File: src/hw/ead_pkg.sv
// effective address decoder package: field positions, codes, sizes
// assumes a single core clock domain and synchronous reset
`default_nettype none
package ead_pkg;
	// mode byte and scale-index-base byte field positions
	localparam int MODE_KIND_HI   = 7;
	localparam int MODE_KIND_LO   = 6;
	localparam int MODE_MID_HI    = 5;
	localparam int MODE_MID_LO    = 3;
	localparam int MODE_LOC_HI    = 2;
	localparam int MODE_LOC_LO    = 0;
	// displacement-kind codes
	localparam logic [1:0] KIND_NONE  = 2'h0;
	localparam logic [1:0] KIND_SHORT = 2'h1;
	localparam logic [1:0] KIND_LONG  = 2'h2;
	localparam logic [1:0] KIND_REG   = 2'h3;
	// special locator codes
	localparam logic [2:0] LOC_SIB      = 3'h4;
	localparam logic [2:0] LOC_DIRECT32 = 3'h5;
	localparam logic [2:0] LOC_DIRECT16 = 3'h6;
	localparam logic [2:0] IDX_NONE     = 3'h4;
	// register numbers
	localparam logic [2:0] GP3 = 3'h3;
	localparam logic [2:0] GP5 = 3'h5;
	localparam logic [2:0] GP6 = 3'h6;
	localparam logic [2:0] GP7 = 3'h7;
	// segment codes
	typedef enum logic [1:0] {
		EAD_SEG_DATA  = 2'b00,
		EAD_SEG_STACK = 2'b01
	} ead_seg_e;
	// displacement size codes, in bytes
	localparam logic [2:0] DISP_0 = 3'h0;
	localparam logic [2:0] DISP_1 = 3'h1;
	localparam logic [2:0] DISP_2 = 3'h2;
	localparam logic [2:0] DISP_4 = 3'h4;
	// reset values of the answer
	localparam logic [31:0] DISP_RESET = 32'h0000_0000;
endpackage : ead_pkg
`default_nettype wire

File: src/hw/ead_decoder.sv
// effective address mode decoder for the bytes after a primary opcode
// assumes the fetch path presents bytes with a one-cycle valid strobe
`default_nettype none
module ead_decoder (
	input  wire logic                CLK,
	input  wire logic                RSTN,
	input  wire logic                DEC_VALID,
	input  wire logic                FIXED_MODE,
	input  wire logic                MID_IS_REG,
	input  wire logic                DEFAULT_ADDR32,
	input  wire logic                ADDR_PREFIX,
	input  wire logic                OP32,
	input  wire logic                WIDTH_BIT,
	input  wire logic [7:0]          MODE_BYTE,
	input  wire logic [7:0]          SIB_BYTE,
	input  wire logic [31:0]         DISP_BYTES,
	output logic                     OUT_VALID,
	output logic                     IS_REG,
	output logic      [2:0]          REG_NUM,
	output logic                     REG_HIGH,
	output logic      [1:0]          REG_SIZE,
	output logic                     MID_REG_VALID,
	output logic      [2:0]          MID_FIELD,
	output logic                     ADDR32,
	output logic                     BASE_VALID,
	output logic      [2:0]          BASE_REG,
	output logic                     INDEX_VALID,
	output logic      [2:0]          INDEX_REG,
	output logic      [1:0]          SCALE_SHIFT,
	output ead_pkg::ead_seg_e        SEGMENT,
	output logic      [2:0]          DISP_LEN,
	output logic      [31:0]         DISPLACEMENT,
	output logic      [2:0]          ADDR_BYTES_LEN
);
	import ead_pkg::*;

	// fields of the mode and index bytes
	logic [1:0] kind;
	logic [2:0] loc;
	logic [2:0] mid;
	logic [1:0] ss;
	logic [2:0] idx;
	logic [2:0] sbase;
	logic       addr32_eff;
	logic       has_sib;

	// recipe under construction: form, base, index, scale, segment and displacement length
	logic       next_is_reg;
	logic       next_base_valid;
	logic [2:0] next_base;
	logic       next_index_valid;
	logic [2:0] next_index;
	logic [1:0] next_scale;
	ead_seg_e   next_seg;
	logic [2:0] next_disp_len;

	// register-form and displacement paths
	logic [2:0] rs_num;
	logic       rs_high;
	logic [1:0] rs_size;
	logic [31:0] disp_ext;

	// displacement bytes that a kind code carries at the given address size
	function automatic logic [2:0] disp_size_f(input logic [1:0] k, input logic wide);
		unique case (k)
			KIND_SHORT: disp_size_f = DISP_1;
			KIND_LONG:  disp_size_f = wide ? DISP_4 : DISP_2;
			default:    disp_size_f = DISP_0;
		endcase
	endfunction : disp_size_f

	// field extraction from the mode and index bytes
	assign kind  = MODE_BYTE[MODE_KIND_HI:MODE_KIND_LO];
	assign mid   = MODE_BYTE[MODE_MID_HI:MODE_MID_LO];
	assign loc   = MODE_BYTE[MODE_LOC_HI:MODE_LOC_LO];
	assign ss    = SIB_BYTE[MODE_KIND_HI:MODE_KIND_LO];
	assign idx   = SIB_BYTE[MODE_MID_HI:MODE_MID_LO];
	assign sbase = SIB_BYTE[MODE_LOC_HI:MODE_LOC_LO];

	assign addr32_eff = DEFAULT_ADDR32 ^ ADDR_PREFIX;

	assign has_sib = addr32_eff && (loc == LOC_SIB) && (kind != KIND_REG);

	// register operand decode
	ead_regsel u_regsel (
		.code      (loc),
		.width_bit (WIDTH_BIT),
		.op32      (OP32),
		.reg_num   (rs_num),
		.reg_high  (rs_high),
		.reg_size  (rs_size)
	);

	// address recipe decode
	always_comb begin
		next_is_reg      = 1'b0;
		next_base_valid  = 1'b0;
		next_base        = loc;
		next_index_valid = 1'b0;
		next_index       = 3'h0;
		next_scale       = 2'h0;
		next_seg         = EAD_SEG_DATA;
		next_disp_len    = DISP_0;
		if (kind == KIND_REG) begin
			next_is_reg = 1'b1;
		end else if (!addr32_eff) begin
			next_base_valid  = 1'b1;
			next_index_valid = !loc[2];
			next_index       = loc[0] ? GP7 : GP6;
			unique case (loc)
				3'h0, 3'h1: next_base = GP3;
				3'h2, 3'h3: next_base = GP5;
				3'h4:       next_base = GP6;
				3'h5:       next_base = GP7;
				3'h6:       next_base = GP5;
				3'h7:       next_base = GP3;
			endcase
			if (loc[2:1] == 2'h1 || loc == 3'h6) begin
				next_seg = EAD_SEG_STACK;
			end
			if (loc >= 3'h4) begin
				next_index_valid = 1'b0;
			end
			next_disp_len = disp_size_f(kind, 1'b0);
			// 00 110 is the one 16-bit direct form, always in the data segment
			if (kind == KIND_NONE && loc == LOC_DIRECT16) begin
				next_base_valid = 1'b0;
				next_seg        = EAD_SEG_DATA;
				next_disp_len   = DISP_2;
			end
		end else begin
			// 32-bit displacement kinds
			// a locator of 100 never takes the plain path: it brings an index byte
			next_disp_len = disp_size_f(kind, 1'b1);
			if (has_sib) begin
				next_index_valid = (idx != IDX_NONE);
				next_index       = idx;
				next_scale       = (idx != IDX_NONE) ? ss : 2'h0;
				next_base        = sbase;
				next_base_valid  = 1'b1;
				if (sbase == 3'h4) begin
					next_seg = EAD_SEG_STACK;
				end else if (sbase == LOC_DIRECT32) begin
					if (kind == KIND_NONE) begin
						next_base_valid = 1'b0;
						next_disp_len   = DISP_4;
					end else begin
						next_seg = EAD_SEG_STACK;
					end
				end
			end else begin
				next_base_valid = 1'b1;
				if (loc == LOC_DIRECT32) begin
					if (kind == KIND_NONE) begin
						next_base_valid = 1'b0;
						next_disp_len   = DISP_4;
					end else begin
						next_seg = EAD_SEG_STACK;
					end
				end
			end
		end
	end

	ead_sext u_sext (
		.disp_bytes (DISP_BYTES),
		.disp_len   (next_disp_len),
		.addr32     (addr32_eff),
		.disp       (disp_ext)
	);

	// answer valid one cycle after the request
	always_ff @(posedge CLK) begin
		if (!RSTN) begin
			OUT_VALID <= 1'b0;
		end else begin
			OUT_VALID <= DEC_VALID;
		end
	end

	// register operand outputs, loaded on each request
	always_ff @(posedge CLK) begin
		if (!RSTN) begin
			IS_REG   <= 1'b0;
			REG_NUM  <= 3'h0;
			REG_HIGH <= 1'b0;
			REG_SIZE <= 2'h0;
		end else if (DEC_VALID) begin
			// fixed-mode instructions carry no operand form
			IS_REG   <= next_is_reg && !FIXED_MODE;
			REG_NUM  <= rs_num;
			REG_HIGH <= rs_high;
			REG_SIZE <= rs_size;
		end
	end

	// address recipe registers: size, base, index, scale and segment
	always_ff @(posedge CLK) begin
		if (!RSTN) begin
			ADDR32      <= 1'b0;
			BASE_VALID  <= 1'b0;
			BASE_REG    <= 3'h0;
			INDEX_VALID <= 1'b0;
			INDEX_REG   <= 3'h0;
			SCALE_SHIFT <= 2'h0;
			SEGMENT     <= EAD_SEG_DATA;
		end else if (DEC_VALID) begin
			ADDR32 <= addr32_eff;
			if (FIXED_MODE) begin
				BASE_VALID  <= 1'b0;
				INDEX_VALID <= 1'b0;
				SCALE_SHIFT <= 2'h0;
				SEGMENT     <= EAD_SEG_DATA;
			end else begin
				BASE_VALID  <= next_base_valid && !next_is_reg;
				BASE_REG    <= next_base;
				INDEX_VALID <= next_index_valid && !next_is_reg;
				INDEX_REG   <= next_index;
				SCALE_SHIFT <= next_scale;
				SEGMENT     <= next_seg;
			end
		end
	end

	// displacement registers, cleared for register and fixed forms
	always_ff @(posedge CLK) begin
		if (!RSTN) begin
			DISP_LEN     <= DISP_0;
			DISPLACEMENT <= DISP_RESET;
		end else if (DEC_VALID) begin
			if (FIXED_MODE || next_is_reg) begin
				DISP_LEN     <= DISP_0;
				DISPLACEMENT <= DISP_RESET;
			end else begin
				DISP_LEN     <= next_disp_len;
				DISPLACEMENT <= disp_ext;
			end
		end
	end

	// middle field as register or extension
	always_ff @(posedge CLK) begin
		if (!RSTN) begin
			MID_REG_VALID <= 1'b0;
			MID_FIELD     <= 3'h0;
		end else if (DEC_VALID) begin
			MID_REG_VALID <= MID_IS_REG && !FIXED_MODE;
			MID_FIELD     <= mid;
		end
	end

	always_ff @(posedge CLK) begin
		if (!RSTN) begin
			ADDR_BYTES_LEN <= 3'h0;
		end else if (DEC_VALID) begin
			if (FIXED_MODE) begin
				ADDR_BYTES_LEN <= 3'h0;
			end else if (next_is_reg) begin
				ADDR_BYTES_LEN <= 3'h1;
			end else begin
				// mode byte, optional index byte, then the displacement
				ADDR_BYTES_LEN <= 3'(next_disp_len + (has_sib ? 3'h2 : 3'h1));
			end
		end
	end
endmodule : ead_decoder
`default_nettype wire

File: src/hw/ead_regsel.sv
// register-operand selector for the register form of the mode byte
// assumes width bit and operation size are valid with the mode byte
`default_nettype none
module ead_regsel (
	input  wire logic [2:0] code,
	input  wire logic       width_bit,
	input  wire logic       op32,
	output logic      [2:0] reg_num,
	output logic            reg_high,
	output logic      [1:0] reg_size
);
	// byte form maps codes 4..7 to the high bytes of gp0..gp3
	always_comb begin
		if (!width_bit) begin
			reg_num  = {1'b0, code[1:0]};
			reg_high = code[2];
			reg_size = 2'h0;
		end else begin
			reg_num  = code;
			reg_high = 1'b0;
			reg_size = op32 ? 2'h2 : 2'h1;
		end
	end
endmodule : ead_regsel
`default_nettype wire

File: src/hw/ead_sext.sv
// displacement assembler: little-endian bytes, short form sign-extended
// assumes byte 0 of disp_bytes is the first byte after the addressing bytes
`default_nettype none
module ead_sext (
	input  wire logic [31:0] disp_bytes,
	input  wire logic [2:0]  disp_len,
	input  wire logic        addr32,
	output logic      [31:0] disp
);
	import ead_pkg::*;
	// pick and extend the displacement to the address width
	always_comb begin
		unique case (disp_len)
			DISP_1: begin
				disp = {{24{disp_bytes[7]}}, disp_bytes[7:0]};
				if (!addr32) begin
					disp[31:16] = 16'h0000;
				end
			end
			DISP_2:  disp = {16'h0000, disp_bytes[15:0]};
			DISP_4:  disp = disp_bytes;
			default: disp = 32'h0000_0000;
		endcase
	end
endmodule : ead_sext
`default_nettype wire

File: config.mk
export PLATFORM = sky130hd
export DESIGN_NAME = ead_decoder
export DESIGN_NICKNAME = d
export VERILOG_FILES = /design/src/hw/ead_pkg.sv /design/src/hw/ead_decoder.sv /design/src/hw/ead_regsel.sv /design/src/hw/ead_sext.sv
export SDC_FILE = /design/constraint.sdc
export NUM_CORES = 1
export LEC_CHECK = 0
export BUFFER_PORTS_ARGS = -buffer_cell sky130_fd_sc_hd__buf_2
export CORE_MARGIN = 2
export CORE_UTILIZATION = 30
export DETAILED_ROUTE_END_ITERATION = 8
export PLACE_DENSITY_LB_ADDON = 0.1
export SETUP_SLACK_MARGIN = 0.15
export SLEW_MARGIN = 10
export SYNTH_ARGS = -nofsm -noshare
export SYNTH_HDL_FRONTEND = slang
export SYNTH_SLANG_ARGS = --single-unit
File: constraint.sdc
create_clock -name CLK -period 2.65 [get_ports CLK]
set_input_delay 0.1325 -clock CLK [delete_from_list [all_inputs] [get_ports CLK]]
set_output_delay 0.1325 -clock CLK [all_outputs]
set_load 0.02 [all_outputs]
* After elaboration in Yosys (flattened, before gate mapping)
Memories as Yosys holds them, arrays and structs flattened.
Cells that the tools add are included.
** Storage, ports and cells
- Flip-flop bits (word level) :: 63
- Bits in read-only memories :: 24
- Input port bits :: 57
- Output and inout port bits :: 63
- Logic and storage cells :: 108
- Memories kept :: 1
** Operators by class
- Add/subtract/negate cells :: 1
- $lt $le $gt $ge :: 1
- Eq/ne operators :: 14
- Mux-type cells :: 58
- Bitwise logic cells :: 2
- Reductions and logical operators :: 14
** Memory list
- (no name shown) :: words 8, bits a word 3, rd ports 1, clocked after memory_dff 0, wr ports 0, line ead_decoder.sv:110 : unique case (loc)
** Operators with widths (number)
- $pmux W32 S3 :: 1
- $mux W3 :: 18
- $mux W32 :: 1
- $mux W2 :: 13
- $mux W1 :: 22
- $eq A3 B3 Y1 const B :: 6
- $mux W16 :: 1
- $logic_and A1 B1 Y1 :: 7
- $pmux W3 S2 :: 1
- $eq A2 B1 Y1 const B :: 2
- $eq A2 B2 Y1 const B :: 2
- $pmux W2 S2 :: 1
- $add A3 B2 Y3 :: 1
- $eq A3 B1 Y1 const B :: 1
- $eq A3 B2 Y1 const B :: 1
- $ge A3 B3 Y1 const B :: 1
- $logic_not A1 Y1 :: 3
- $ne A3 B3 Y1 const B :: 1
- $logic_not A2 Y1 :: 1
- $logic_or A1 B1 Y1 :: 2
- $ne A2 B2 Y1 const B :: 1
- $reduce_and A2 Y1 :: 1
- $not A1 Y1 :: 1
- $xor A1 B1 Y1 :: 1

* Logic depth before layout (Yosys ltp)
Gate-level depths: netlist (run 1).
- Depth in word-level cells :: 11
- Gate-level depth with buffers :: 9
- Gate-level depth less buffers :: 8

* Modules after synthesis
A second synthesis (run 1) with hierarchy kept.
** Second synthesis, totals
- Cells, all modules :: 362
- Area, all modules :: 3080.5 um^2
** Modules (own cells, without submodules)
- ead_decoder :: times used 1, cells an instance 270, area each 2463.6 um^2, sequential area each 1241.2 um^2
- ead_sext :: times used 1, cells an instance 86, area each 573.0 um^2, sequential area each 0.0 um^2
- ead_regsel :: times used 1, cells an instance 6, area each 43.8 um^2, sequential area each 0.0 um^2

* Worst setup path after synthesis (run 1)
OpenSTA, ideal clock, no wires.
- Path kind :: input to register
- Start :: in MODE_BYTE[0]
- End :: reg ADDR_BYTES_LEN[1]
- Arrival :: 1714 ps
- Required time :: 2522 ps
- Slack :: 808 ps
- Cell stages on the path :: 8
- Path buffers :: 1
- Cell sequence :: buf_2 -> nor3b_1 -> and3_1 -> inv_1 -> ha_1 -> fa_1 -> a22oi_1 -> nor2_1
** On the way
- Longest elaborated chain between the ends :: 9
** Ends and longest elaborated chain
- start: declaration :: line ead_decoder.sv:14 : input wire logic [7:0] MODE_BYTE,
- $eq A3 B3 Y1 :: line ead_decoder.sv:82 : assign has_sib = addr32_eff && (loc == LOC_SIB) && (kind != KIND_REG);
- $logic_and A1 B1 Y1 (2 in a row) :: line ead_decoder.sv:82
- $mux W3 :: line ead_decoder.sv:135 : if (has_sib) begin
- $mux W3 :: line ead_decoder.sv:106 : end else if (!addr32_eff) begin
- $mux W3 :: line ead_decoder.sv:104 : if (kind == KIND_REG) begin
- $add A3 B2 Y3 * :: line ead_decoder.sv:262 : ADDR_BYTES_LEN <= 3'(next_disp_len + (has_sib ? 3'h2 : 3'h1));
- $mux W3 * :: line ead_decoder.sv:258 : end else if (next_is_reg) begin
- $mux W3 * :: line ead_decoder.sv:256 : if (FIXED_MODE) begin
- end signal: assignment :: line ead_decoder.sv:262
- end: declaration :: line ead_decoder.sv:33 : output logic [2:0] ADDR_BYTES_LEN
Every way passes the cells marked *; elsewhere a longest branch is shown, timed or not.
A chain may end at the register's enable or synchronous reset.

* Final worst setup path (run 1)
- Start :: in MODE_BYTE[2]
- End :: reg ADDR_BYTES_LEN[2]
Same word-level chain as after synthesis.

==> results of run 1 <==
==> critical path, cell delays in order <==
cell and delay, ns:
buf_2 0.20, nor3b_1 0.21, buf_4 0.16, and3_1 0.25, inv_1 0.06, ha_1 0.21
fa_1 0.39, nor2_1 0.11, nand4_1 0.11, o211ai_1 0.13
==> cells in the final DEF, fill, tap and decap left out, types with 3 or more instances in the layout <==
master         synthesis  layout
nand3b_1               3       3
buf_2                  7     118
a31oi_1                3       3
nor2_1                24      24
a221oi_1               3       3
dfxtp_1               62      62
mux2i_1                5       5
dlygate4sd3_1          0       8
a21oi_1               29      29
nor3_1                 3       3
nand3_1               33      33
and3_1                 5       5
a221oi_2              13      13
a22oi_1                3       3
inv_1                  6       4
buf_4                  6       9
a21boi_0               9       9
nand2_1               42      42
nor2b_1                4       4
clkbuf_8               0      10
o2bb2ai_1              8       8
o21ai_0               20      20
a32oi_1                4       4
bufinv_16              0       3
and2_1                 3       3
==> layout make-up <==
cell class	instances	area, µm²	share of cell area, %
Inverter	6	22.5	0.570
Multi-Input combinational cell	241	1540	38.9
Clock inverter	5	106	2.69
Timing Repair Buffer	135	738	18.7
Tap cell	133	166	4.21
Sequential cell	62	1240	31.4
Clock buffer	11	141	3.58
==> flip-flops by register name (all words and copies together), names as in the netlist, 2 cells and up <==
name,flops
REG_SIZE,2
SCALE_SHIFT,2
MID_FIELD,3
REG_NUM,3
INDEX_REG,3
ADDR_BYTES_LEN,3
BASE_REG,3
DISP_LEN,3
DISPLACEMENT,32
==> through the flow <==
step | instance area [µm²] | utilization [%]
2_1_floorplan | 2990 | -
3_3_place_gp | 3630 | 37.3
3_5_place_dp | 3630 | 37.3
4_1_cts | 3950 | 40.6
5_1_grt | 3950 | 40.6
6_report | 3950 | 40.6
==> worst max path at each step <==
| stage | cells past startpoint | slack [ns] | end |
|---|---|---|---|
| floorplan | 8 | 0.81 | ADDR_BYTES_LEN[1] |
| global placement | 10 | 0.62 | ADDR_BYTES_LEN[2] |
| detailed placement | 9 | 0.61 | ADDR_BYTES_LEN[1] |
| CTS | 10 | 0.95 | ADDR_BYTES_LEN[2] |
| global route | 10 | 0.79 | ADDR_BYTES_LEN[2] |
| finish | 10 | 0.94 | ADDR_BYTES_LEN[2] |
==> cells by family (layout without fill, tap and decap cells) <==
logic type / Yosys count / after routing / synth area share, %
buffers and inverters: 39 / 157 / 7.19
adder cells (fa/ha/maj): 2 / 2 / 1.09
other: 1 / 1 / 0.125
multiplexers: 5 / 5 / 1.67
flip-flops: 62 / 62 / 41.5
XOR/XNOR: 2 / 2 / 0.836
AO/OA/AOI/OAI: 102 / 102 / 26.7
AND/OR/NAND/NOR: 129 / 129 / 21.0
==> power by group through the flow <==
stage	clock (µW)	combinational [µW]	sequential [µW]
after floorplan	0	183	1030
after global placement	0	338	995
after detailed placement	0	337	996
after CTS	1090	347	975
after global routing	1130	377	978
final	1050	344	975
==> layer usage <==
layer  track usage (%)  up-vias  wire length, µm
met2              25.0       95             4110
met3              4.76        6              513
met1              23.0     1362             4410
met4              4.25        0               60
met5                 0        -                0
li1                  -     1458                -
==> out/qor.yml, run 1 <==
fin_crit_sh_pct: 64.6
synth_cell_type_count: 50
synth_nets: 401
slew_headroom_pct: 29.6
synth_edf_count: 0
path_clk_slew_ns: 0.08
drtAntennaViolNets: 0
syn_to_final_growth_pct: 32.1
cp.required_ns: 2.91
final.setup.tns_ns: 0
max_freq_ghz: 0.584
post_cts_buffers: 0
yosys.area.top_type: "dfxtp_1"
syn_avg_cell_area_um2: 8.75
ctsLongestPathBuffers: 2
cts_root_buffer: "clkbuf_8"
worstSkewPairLatency_ns: 0.34
reg2reg_depth: 2
ys_warn_count: 0
post_cts_resized: 0
die_h_um: 104
ys_top_cells_by_count: "dfxtp_1, nand2_1, nand3_1"
hold_path_depth: 3
antenna_found_initial: 0
place_worst_setup_slack_ns: 0.609
finalSetupViolCount: 0
hold_start: "MID_IS_REG"
p_sw_share_pct: 26.6
antenna-diode-count: 0
grt_pass1_vias: 2696
tightest_slew_ns: 1.05
dieWidth_um: 104
pwr_density_cell_mw_per_mm2: 599
ys_ff_latch: 62
cp.arrival_ns: 1.97
initial_core_util_pct: 30.8
max-vdd-ir-drop_mv: 0.288
r2r_start: "DISPLACEMENT[31]"
seqPwrFrac_pct: 41.1
clock_sinks: 62
hold_buffers: 8
place_inst: 569
timing.critical_path.from: "MODE_BYTE[2]"
cap_violations: 0
p_clk_share_pct: 44.3
p_int_uw: 1740
hold_end: "MID_REG_VALID"
power.total_uw: 2370
fin_ws_ns: 0.939
fin_worst_skew_ns: 0
drc: 0
dr.pass1.iters: 4
yosysSeqAreaShare_pct: 41.5
status: "complete, no violations"
timing.rr.end: "DISPLACEMENT[31]"
hold_viol_final: 0
slew_violations: 0
numCtsBuffers: 9
rsz0062_at_grt: "no"
nets: 514
cts_tree: "built"
synth-main-ff-cell: "dfxtp_1"
viasPerCell: 4.93
r2r_slack_ns: 1.81
cp-start-kind: "input pin"
period_needed_ns: 1.71
n_fill_cell: 1052
grt_max_degree: 58
hold_class: "input pin to flop"
p_leak_uw: 0.00167
wl_mm: 9.09
portBuffers: 118
synth_most_common_cell: "dfxtp_1"
worstSetupEndpointType: "flop"
syn-cell-area_mm2: 0.00299
vias: 2921
synth_area_leaders: "dfxtp_1, a221oi_2, nand3_1, nand2_1, a21oi_1"
die_area_mm2: 0.0108
critical_path_class: "input pin to flop"
grt_first_pass_wirelength_mm: 14.3
dp_hpwl_mm: 6.09
power_frac_comb_pct: 14.5
drt_iter0_drc: 128
critPathMaxFanout: 11
rows: 36
gp_congestion: 0.838
netlist.area_leader.share_pct: 41.5
holdWs_ns: 0.0289
core-area_mm2: 0.00973
drive_above_1_share_pct: 35.9
syn_inst: 342
io_pins: 120
htree_levels: 3
grt-ovfl-total: 0
ys_async_sr_fraction_pct: 0
wire_per_inst_um: 15.3
final_cells: 593
p_switching_uw: 631
track_usage_pct: 16.5
Power figures use the tool's default switching activity.
==> run 2, diff against run 1 <==
ABC_AREA = 1   (was unset)
clock period = 1.4 ns   (was 2.65 ns; I/O delays follow)
==> run 2 against run 1 <==
  * Utilization is 4.9 points higher
  * Synthesized area is 3.1% lower
  * Largest power group is now sequential cells
  * Sequential share of layout area is 2.1 points lower
==> out/qor.yml, run 2 <==
status: "complete, no violations"
largest_reg_flops: 32
hold_viol_final: 0
crit_cells: 12
post_cts_buffers: 0
r2r_slack_ns: 0.72
core-area_mm2: 0.00933
cp.arrival_ns: 1.39
tightest_slew_ns: 0.571
wl_mm: 9.43
syn_to_final_growth_pct: 46.2
critPathMaxFanout: 11
synth_cell_type_count: 32
ys_warn_count: 0
drc: 0
syn_inst: 407
fin_crit_sh_pct: 80.1
grt_first_pass_wirelength_mm: 14.4
post_cts_resized: 0
top_register: "DISPLACEMENT"
cp_common_cell: "buf_4"
layout_common_cells: "nand2_1, buf_2, dfxtp_1, nand3_1, a21oi_1"
dp_hpwl_mm: 6.79
numCtsBuffers: 9
fin_worst_skew_ns: 0
yosys.area.top_type: "dfxtp_1"
nets: 625
synth_nets: 466
antenna-diode-count: 0
dieWidth_um: 102
ys_ff_latch: 62
initial_core_util_pct: 31.1
critical_path_class: "input pin to flop"
viasPerCell: 4.58
path_cells: "buf_2 > clkinvlp_4 > nand2_2 > nor2_4 > buf_4 > nor2_2 > nor2_8 > nand2_4 > a21oi_4 > buf_4 > nand2_1 > a21oi_1"
worstSkewPairLatency_ns: 0.33
cpLargestDelayFamily: "buffers and inverters"
hold_class: "input pin to flop"
slowest_delay_ns: 0.20
rows: 35
holdWs_ns: 0.0283
die_h_um: 102
syn_avg_cell_area_um2: 7.13
slew_violations: 0
rsz0062_at_grt: "no"
drive_above_1_share_pct: 36.8
ctsLongestPathBuffers: 2
ys_top_cells_by_count: "nand2_1, dfxtp_1, nand3_1"
netlist.area_leader.share_pct: 42.8
cap_violations: 0
wire_per_inst_um: 13.5
cts_root_buffer: "clkbuf_8"
drt_iter0_drc: 145
htree_levels: 3
reg2reg_depth: 2
path_clk_slew_ns: 0.07
grt-ovfl-total: 0
finalSetupViolCount: 0
pwr_density_cell_mw_per_mm2: 974
final.setup.tns_ns: 0
path_buf_inv: 4
final_common_cell: "nand2_1"
slew_headroom_pct: 61.9
syn-cell-area_mm2: 0.00290
antenna_found_initial: 0
io_pins: 120
p_leak_uw: 0.00203
dr.pass1.iters: 4
synth_edf_count: 0
gp_congestion: 0.894
cp.required_ns: 1.67
cts_tree: "built"
track_usage_pct: 17.8
synth_most_common_cell: "nand2_1"
portBuffers: 118
ys_async_sr_fraction_pct: 0
grt_max_degree: 53
power.total_uw: 4130
cp-start-kind: "input pin"
max_freq_ghz: 0.892
worstSetupEndpointType: "flop"
yosysSeqAreaShare_pct: 42.8
hold_buffers: 14
synth_area_leaders: "dfxtp_1, nand2_1, nand3_1, a21oi_1, a21oi_2"
max-vdd-ir-drop_mv: 0.531
vias: 3209
period_needed_ns: 1.12
die_area_mm2: 0.0105
clock_sinks: 62
drtAntennaViolNets: 0
grt_pass1_vias: 2921
hold_path_depth: 3
synth-main-ff-cell: "dfxtp_1"
crit_path_top_delay_cell: "buf_4"
run 2: cell count changes in the layout (fill, tap and decap cells not counted), moves of 11 or more:
cell      delta
a21oi_1     +16
a221oi_2    -13
buf_4       +26
inv_1       +11
nand2_1     +92
nand2_2     +14
nand3_1     +15
run 2: kinds of logic (layout without fill, tap and decap cells):
logic type | after synthesis | in the layout | share of synthesized area (%)
AOI/OAI and AO/OA | 77 | 77 | 15.8
adders and majority gates | 2 | 2 | 1.12
buffers and inverters | 42 | 206 | 6.55
DFF | 62 | 62 | 42.8
other | 1 | 1 | 0.129
and+or+nand+nor | 223 | 223 | 33.6
run 2: metrics by stage:
step | instance area, µm² | setup WS, ns | util, % | cells
2_1_floorplan | 2930 | 0.0420 | - | 407
3_3_place_gp | 3900 | -0.0582 | 41.9 | 670
3_5_place_dp | 3900 | -0.0837 | 41.9 | 670
6_report | 4240 | 0.278 | 45.5 | 700
5_1_grt | 4240 | 0.150 | 45.5 | 700
4_1_cts | 4240 | 0.274 | 45.5 | 700
run 2: per-layer routing:
| metal | track usage (%) | vias up | part of all wire, % |
|---|---|---|---|
| li1 | - | 1653 | - |
| met1 | 23.3 | 1454 | 48 |
| met2 | 28.6 | 94 | 45 |
| met3 | 4.92 | 8 | 5.7 |
| met4 | 5.44 | 0 | 1.1 |
| met5 | 0 | - | 0 |
run 2: layout make-up:
cell class	count	area [µm²]
clock inverters	4	45.0
repair buffers	171	1070
well taps	129	161
inverters	19	76.3
flip-flops and latches	62	1240
clock buffers	12	155
fillers	991	5080
multi-input cells	303	1490
run 2: path summary, 6_finish.rpt:
kind | from | endpoint
max | MODE_BYTE[1] | DISPLACEMENT[30]
min | SIB_BYTE[6] | SCALE_SHIFT[0]
max reg2reg | BASE_REG[0] | BASE_REG[0]
min reg2reg | MID_REG_VALID | MID_REG_VALID
run 2: where the power goes:
part / total, µW / switching (µW) / internal [µW]
combinational: 693 / 409 / 285
sequential: 1840 / 22.8 / 1810
clock: 1610 / 694 / 911
total: 4130 / 1130 / 3010
run 2: worst register-to-register path: cells and delay by family (launching register included):
family         cells  cell delay [ns]
AO/OA/AOI/OAI      2             0.29
flip-flops         1             0.32
==> run 3, diff against run 2 <==
clock period = 0.97 ns   (was 1.4 ns; I/O delays follow)
==> run 3 against run 2 <==
  * The flow now finishes with violations (setup timing)
  * Worst hold slack improved by 0.026 ns
  * Flip-flop and latch count unchanged
  * Via count increased by 6.2%
  * Register-to-register slack got worse by 0.55 ns
  * Clock power increased by 23%
  * Clock skew unchanged
  * Sequential share of layout area decreased by 4.2 points
  * Utilization increased by 11 points
==> out/qor.yml, run 3 (synthesis gave the netlist of run 2 again) <==
worstSkewPairLatency_ns: 0.33
p_leak_uw: 0.00239
violations: "setup timing"
worstSetupEndpointType: "flop"
path_cells: "buf_6 > inv_2 > nand2_4 > nor2_4 > nand2_4 > ha_4 > fa_2 > nand2_1 > a21oi_1"
grt-ovfl-total: 0
htree_levels: 3
die_area_mm2: 0.0105
seqPwrFrac_pct: 44.8
cts_root_buffer: "clkbuf_8"
top_register: "DISPLACEMENT"
cts_tree: "built"
rsz0062_at_grt: "yes"
power_frac_comb_pct: 22.1
cp.arrival_ns: 1.41
seq_area_mm2: 0.00132
rows: 35
wl_mm: 10.4
nets: 657
path_clk_slew_ns: 0.06
cp_common_cell: "nand2_4"
timing.rr.end: "INDEX_REG[1]"
wl_met2_mm: 4.85
antenna-diode-count: 0
r2r_slack_ns: 0.17
p_sw_share_pct: 28.4
fin_ws_ns: -0.175
portBuffers: 118
drtAntennaViolNets: 0
multiInputGateArea_mm2: 0.00170
track_usage_pct: 18.8
r2r_start: "INDEX_REG[1]"
path_buf_inv: 2
critPathMaxFanout: 4
fin_worst_skew_ns: 0
holdWs_ns: 0.0545
die_h_um: 102
status: "complete, but fails checks"
cap_violations: 0
final_common_cell: "nand2_1"
dp_hpwl_mm: 6.60
place_area_mm2: 0.00403
viasPerCell: 4.67
critical_path_class: "input pin to flop"
cp-start-kind: "input pin"
p_int_uw: 4280
initial_core_util_pct: 31.1
gp_congestion: 0.823
grt_max_degree: 54
largest_reg_flops: 32
antenna_found_initial: 0
reg2reg_depth: 4
clock_sinks: 62
finalSetupViolCount: 34
slew_violations: 0
hold_class: "input pin to flop"
hold_viol_final: 0
io_pins: 120
n_fill_cell: 895
period_needed_ns: 1.14
drt_iter0_drc: 145
core-area_mm2: 0.00933
grt_pass1_vias: 3122
highest_layer: "met4"
hold_start: "RSTN"
drc: 0
crit_path_top_delay_cell: "fa_2"
vias: 3407
fin_crit_sh_pct: 118
wire_per_inst_um: 14.2
numCtsBuffers: 9
fin_area_mm2: 0.00527
grt_first_pass_wirelength_mm: 15.2
cp.required_ns: 1.24
dieWidth_um: 102
p_switching_uw: 1700
layout_common_cells: "nand2_1, buf_6, dfxtp_2, buf_4, buf_2"
max_freq_ghz: 0.874
route.met3.wl_um: 697
p_clk_share_pct: 33.2
timing.critical_path.from: "MODE_BYTE[0]"
ctsLongestPathBuffers: 2
dr.pass1.iters: 4
hold_end: "MID_FIELD[1]"
slowest_delay_ns: 0.51
max-vdd-ir-drop_mv: 0.460
hold_path_depth: 3
syn_to_final_growth_pct: 81.4
cpLargestDelayFamily: "adder cells"
pwr_density_cell_mw_per_mm2: 1140
drive_above_1_share_pct: 56.2
wl_met1_mm: 4.67
run 3: per-layer routing:
layer  vias to the layer above  GRT usage, %
met4                         0          5.95
li1                       1719             -
met3                        13          4.65
met5                         -             0
met2                       121          30.8
met1                      1554          24.3
run 3: how the worst max path moves through the flow:
stage	to	slack [ns]	cells past startpoint
floorplan	ADDR_BYTES_LEN[1]	-0.35	8
global placement	ADDR_BYTES_LEN[1]	-0.49	9
detailed placement	DISPLACEMENT[12]	-0.53	11
CTS	ADDR_BYTES_LEN[1]	-0.11	9
global route	DISPLACEMENT[12]	-0.20	13
finish	ADDR_BYTES_LEN[1]	-0.17	9
run 3: repair_timing:
action | CTS | global route
pin swaps | 2 | 7
endpoints found under the hold margin | 17 | 0
hold buffers | 16 | 0
endpoints found under the setup margin | 104 | 107
gates cloned | 0 | 4
gates resized for setup | 197 | 53
buffers inserted | 7 | 12
run 3: layout make-up:
| class | instances | share of cell area (%) |
|---|---|---|
| clock inverters | 2 | 0.190 |
| well taps | 129 | 3.06 |
| flip-flops and latches | 62 | 25.0 |
| clock buffers | 11 | 2.87 |
| repair buffers | 203 | 35.1 |
| multi-input cells | 303 | 32.3 |
| inverters | 19 | 1.50 |
run 3: power by group through the flow:
stage / Combinational, µW / Sequential, µW / Clock (µW)
after global routing: 1420 / 2680 / 2180
after detailed placement: 1000 / 2710 / 0
after global placement: 1000 / 2700 / 0
after CTS: 1180 / 2680 / 2070
after floorplan: 446 / 2800 / 0
final: 1320 / 2680 / 1980
run 3: stage by stage:
step           utilization, %  setup TNS, ns  cells  total power [µW]  setup WS, ns
5_1_grt                  56.5          -5.62    729              6280        -0.199
4_1_cts                  52.6          -1.58    713              5920        -0.111
3_5_place_dp             43.2         -18.92    677              3710        -0.532
6_report                 56.5          -3.55    729              5980        -0.175
3_3_place_gp             43.2         -18.09    677              3710        -0.493
2_1_floorplan               -          -8.21    407              3240        -0.351
run 3: worst reg2reg max path, cell delays in order (launching register included):
cell and delay, ns:
dfxtp_2 0.32, buf_4 0.12, buf_4 0.11, nand2_1 0.05, a21oi_1 0.06
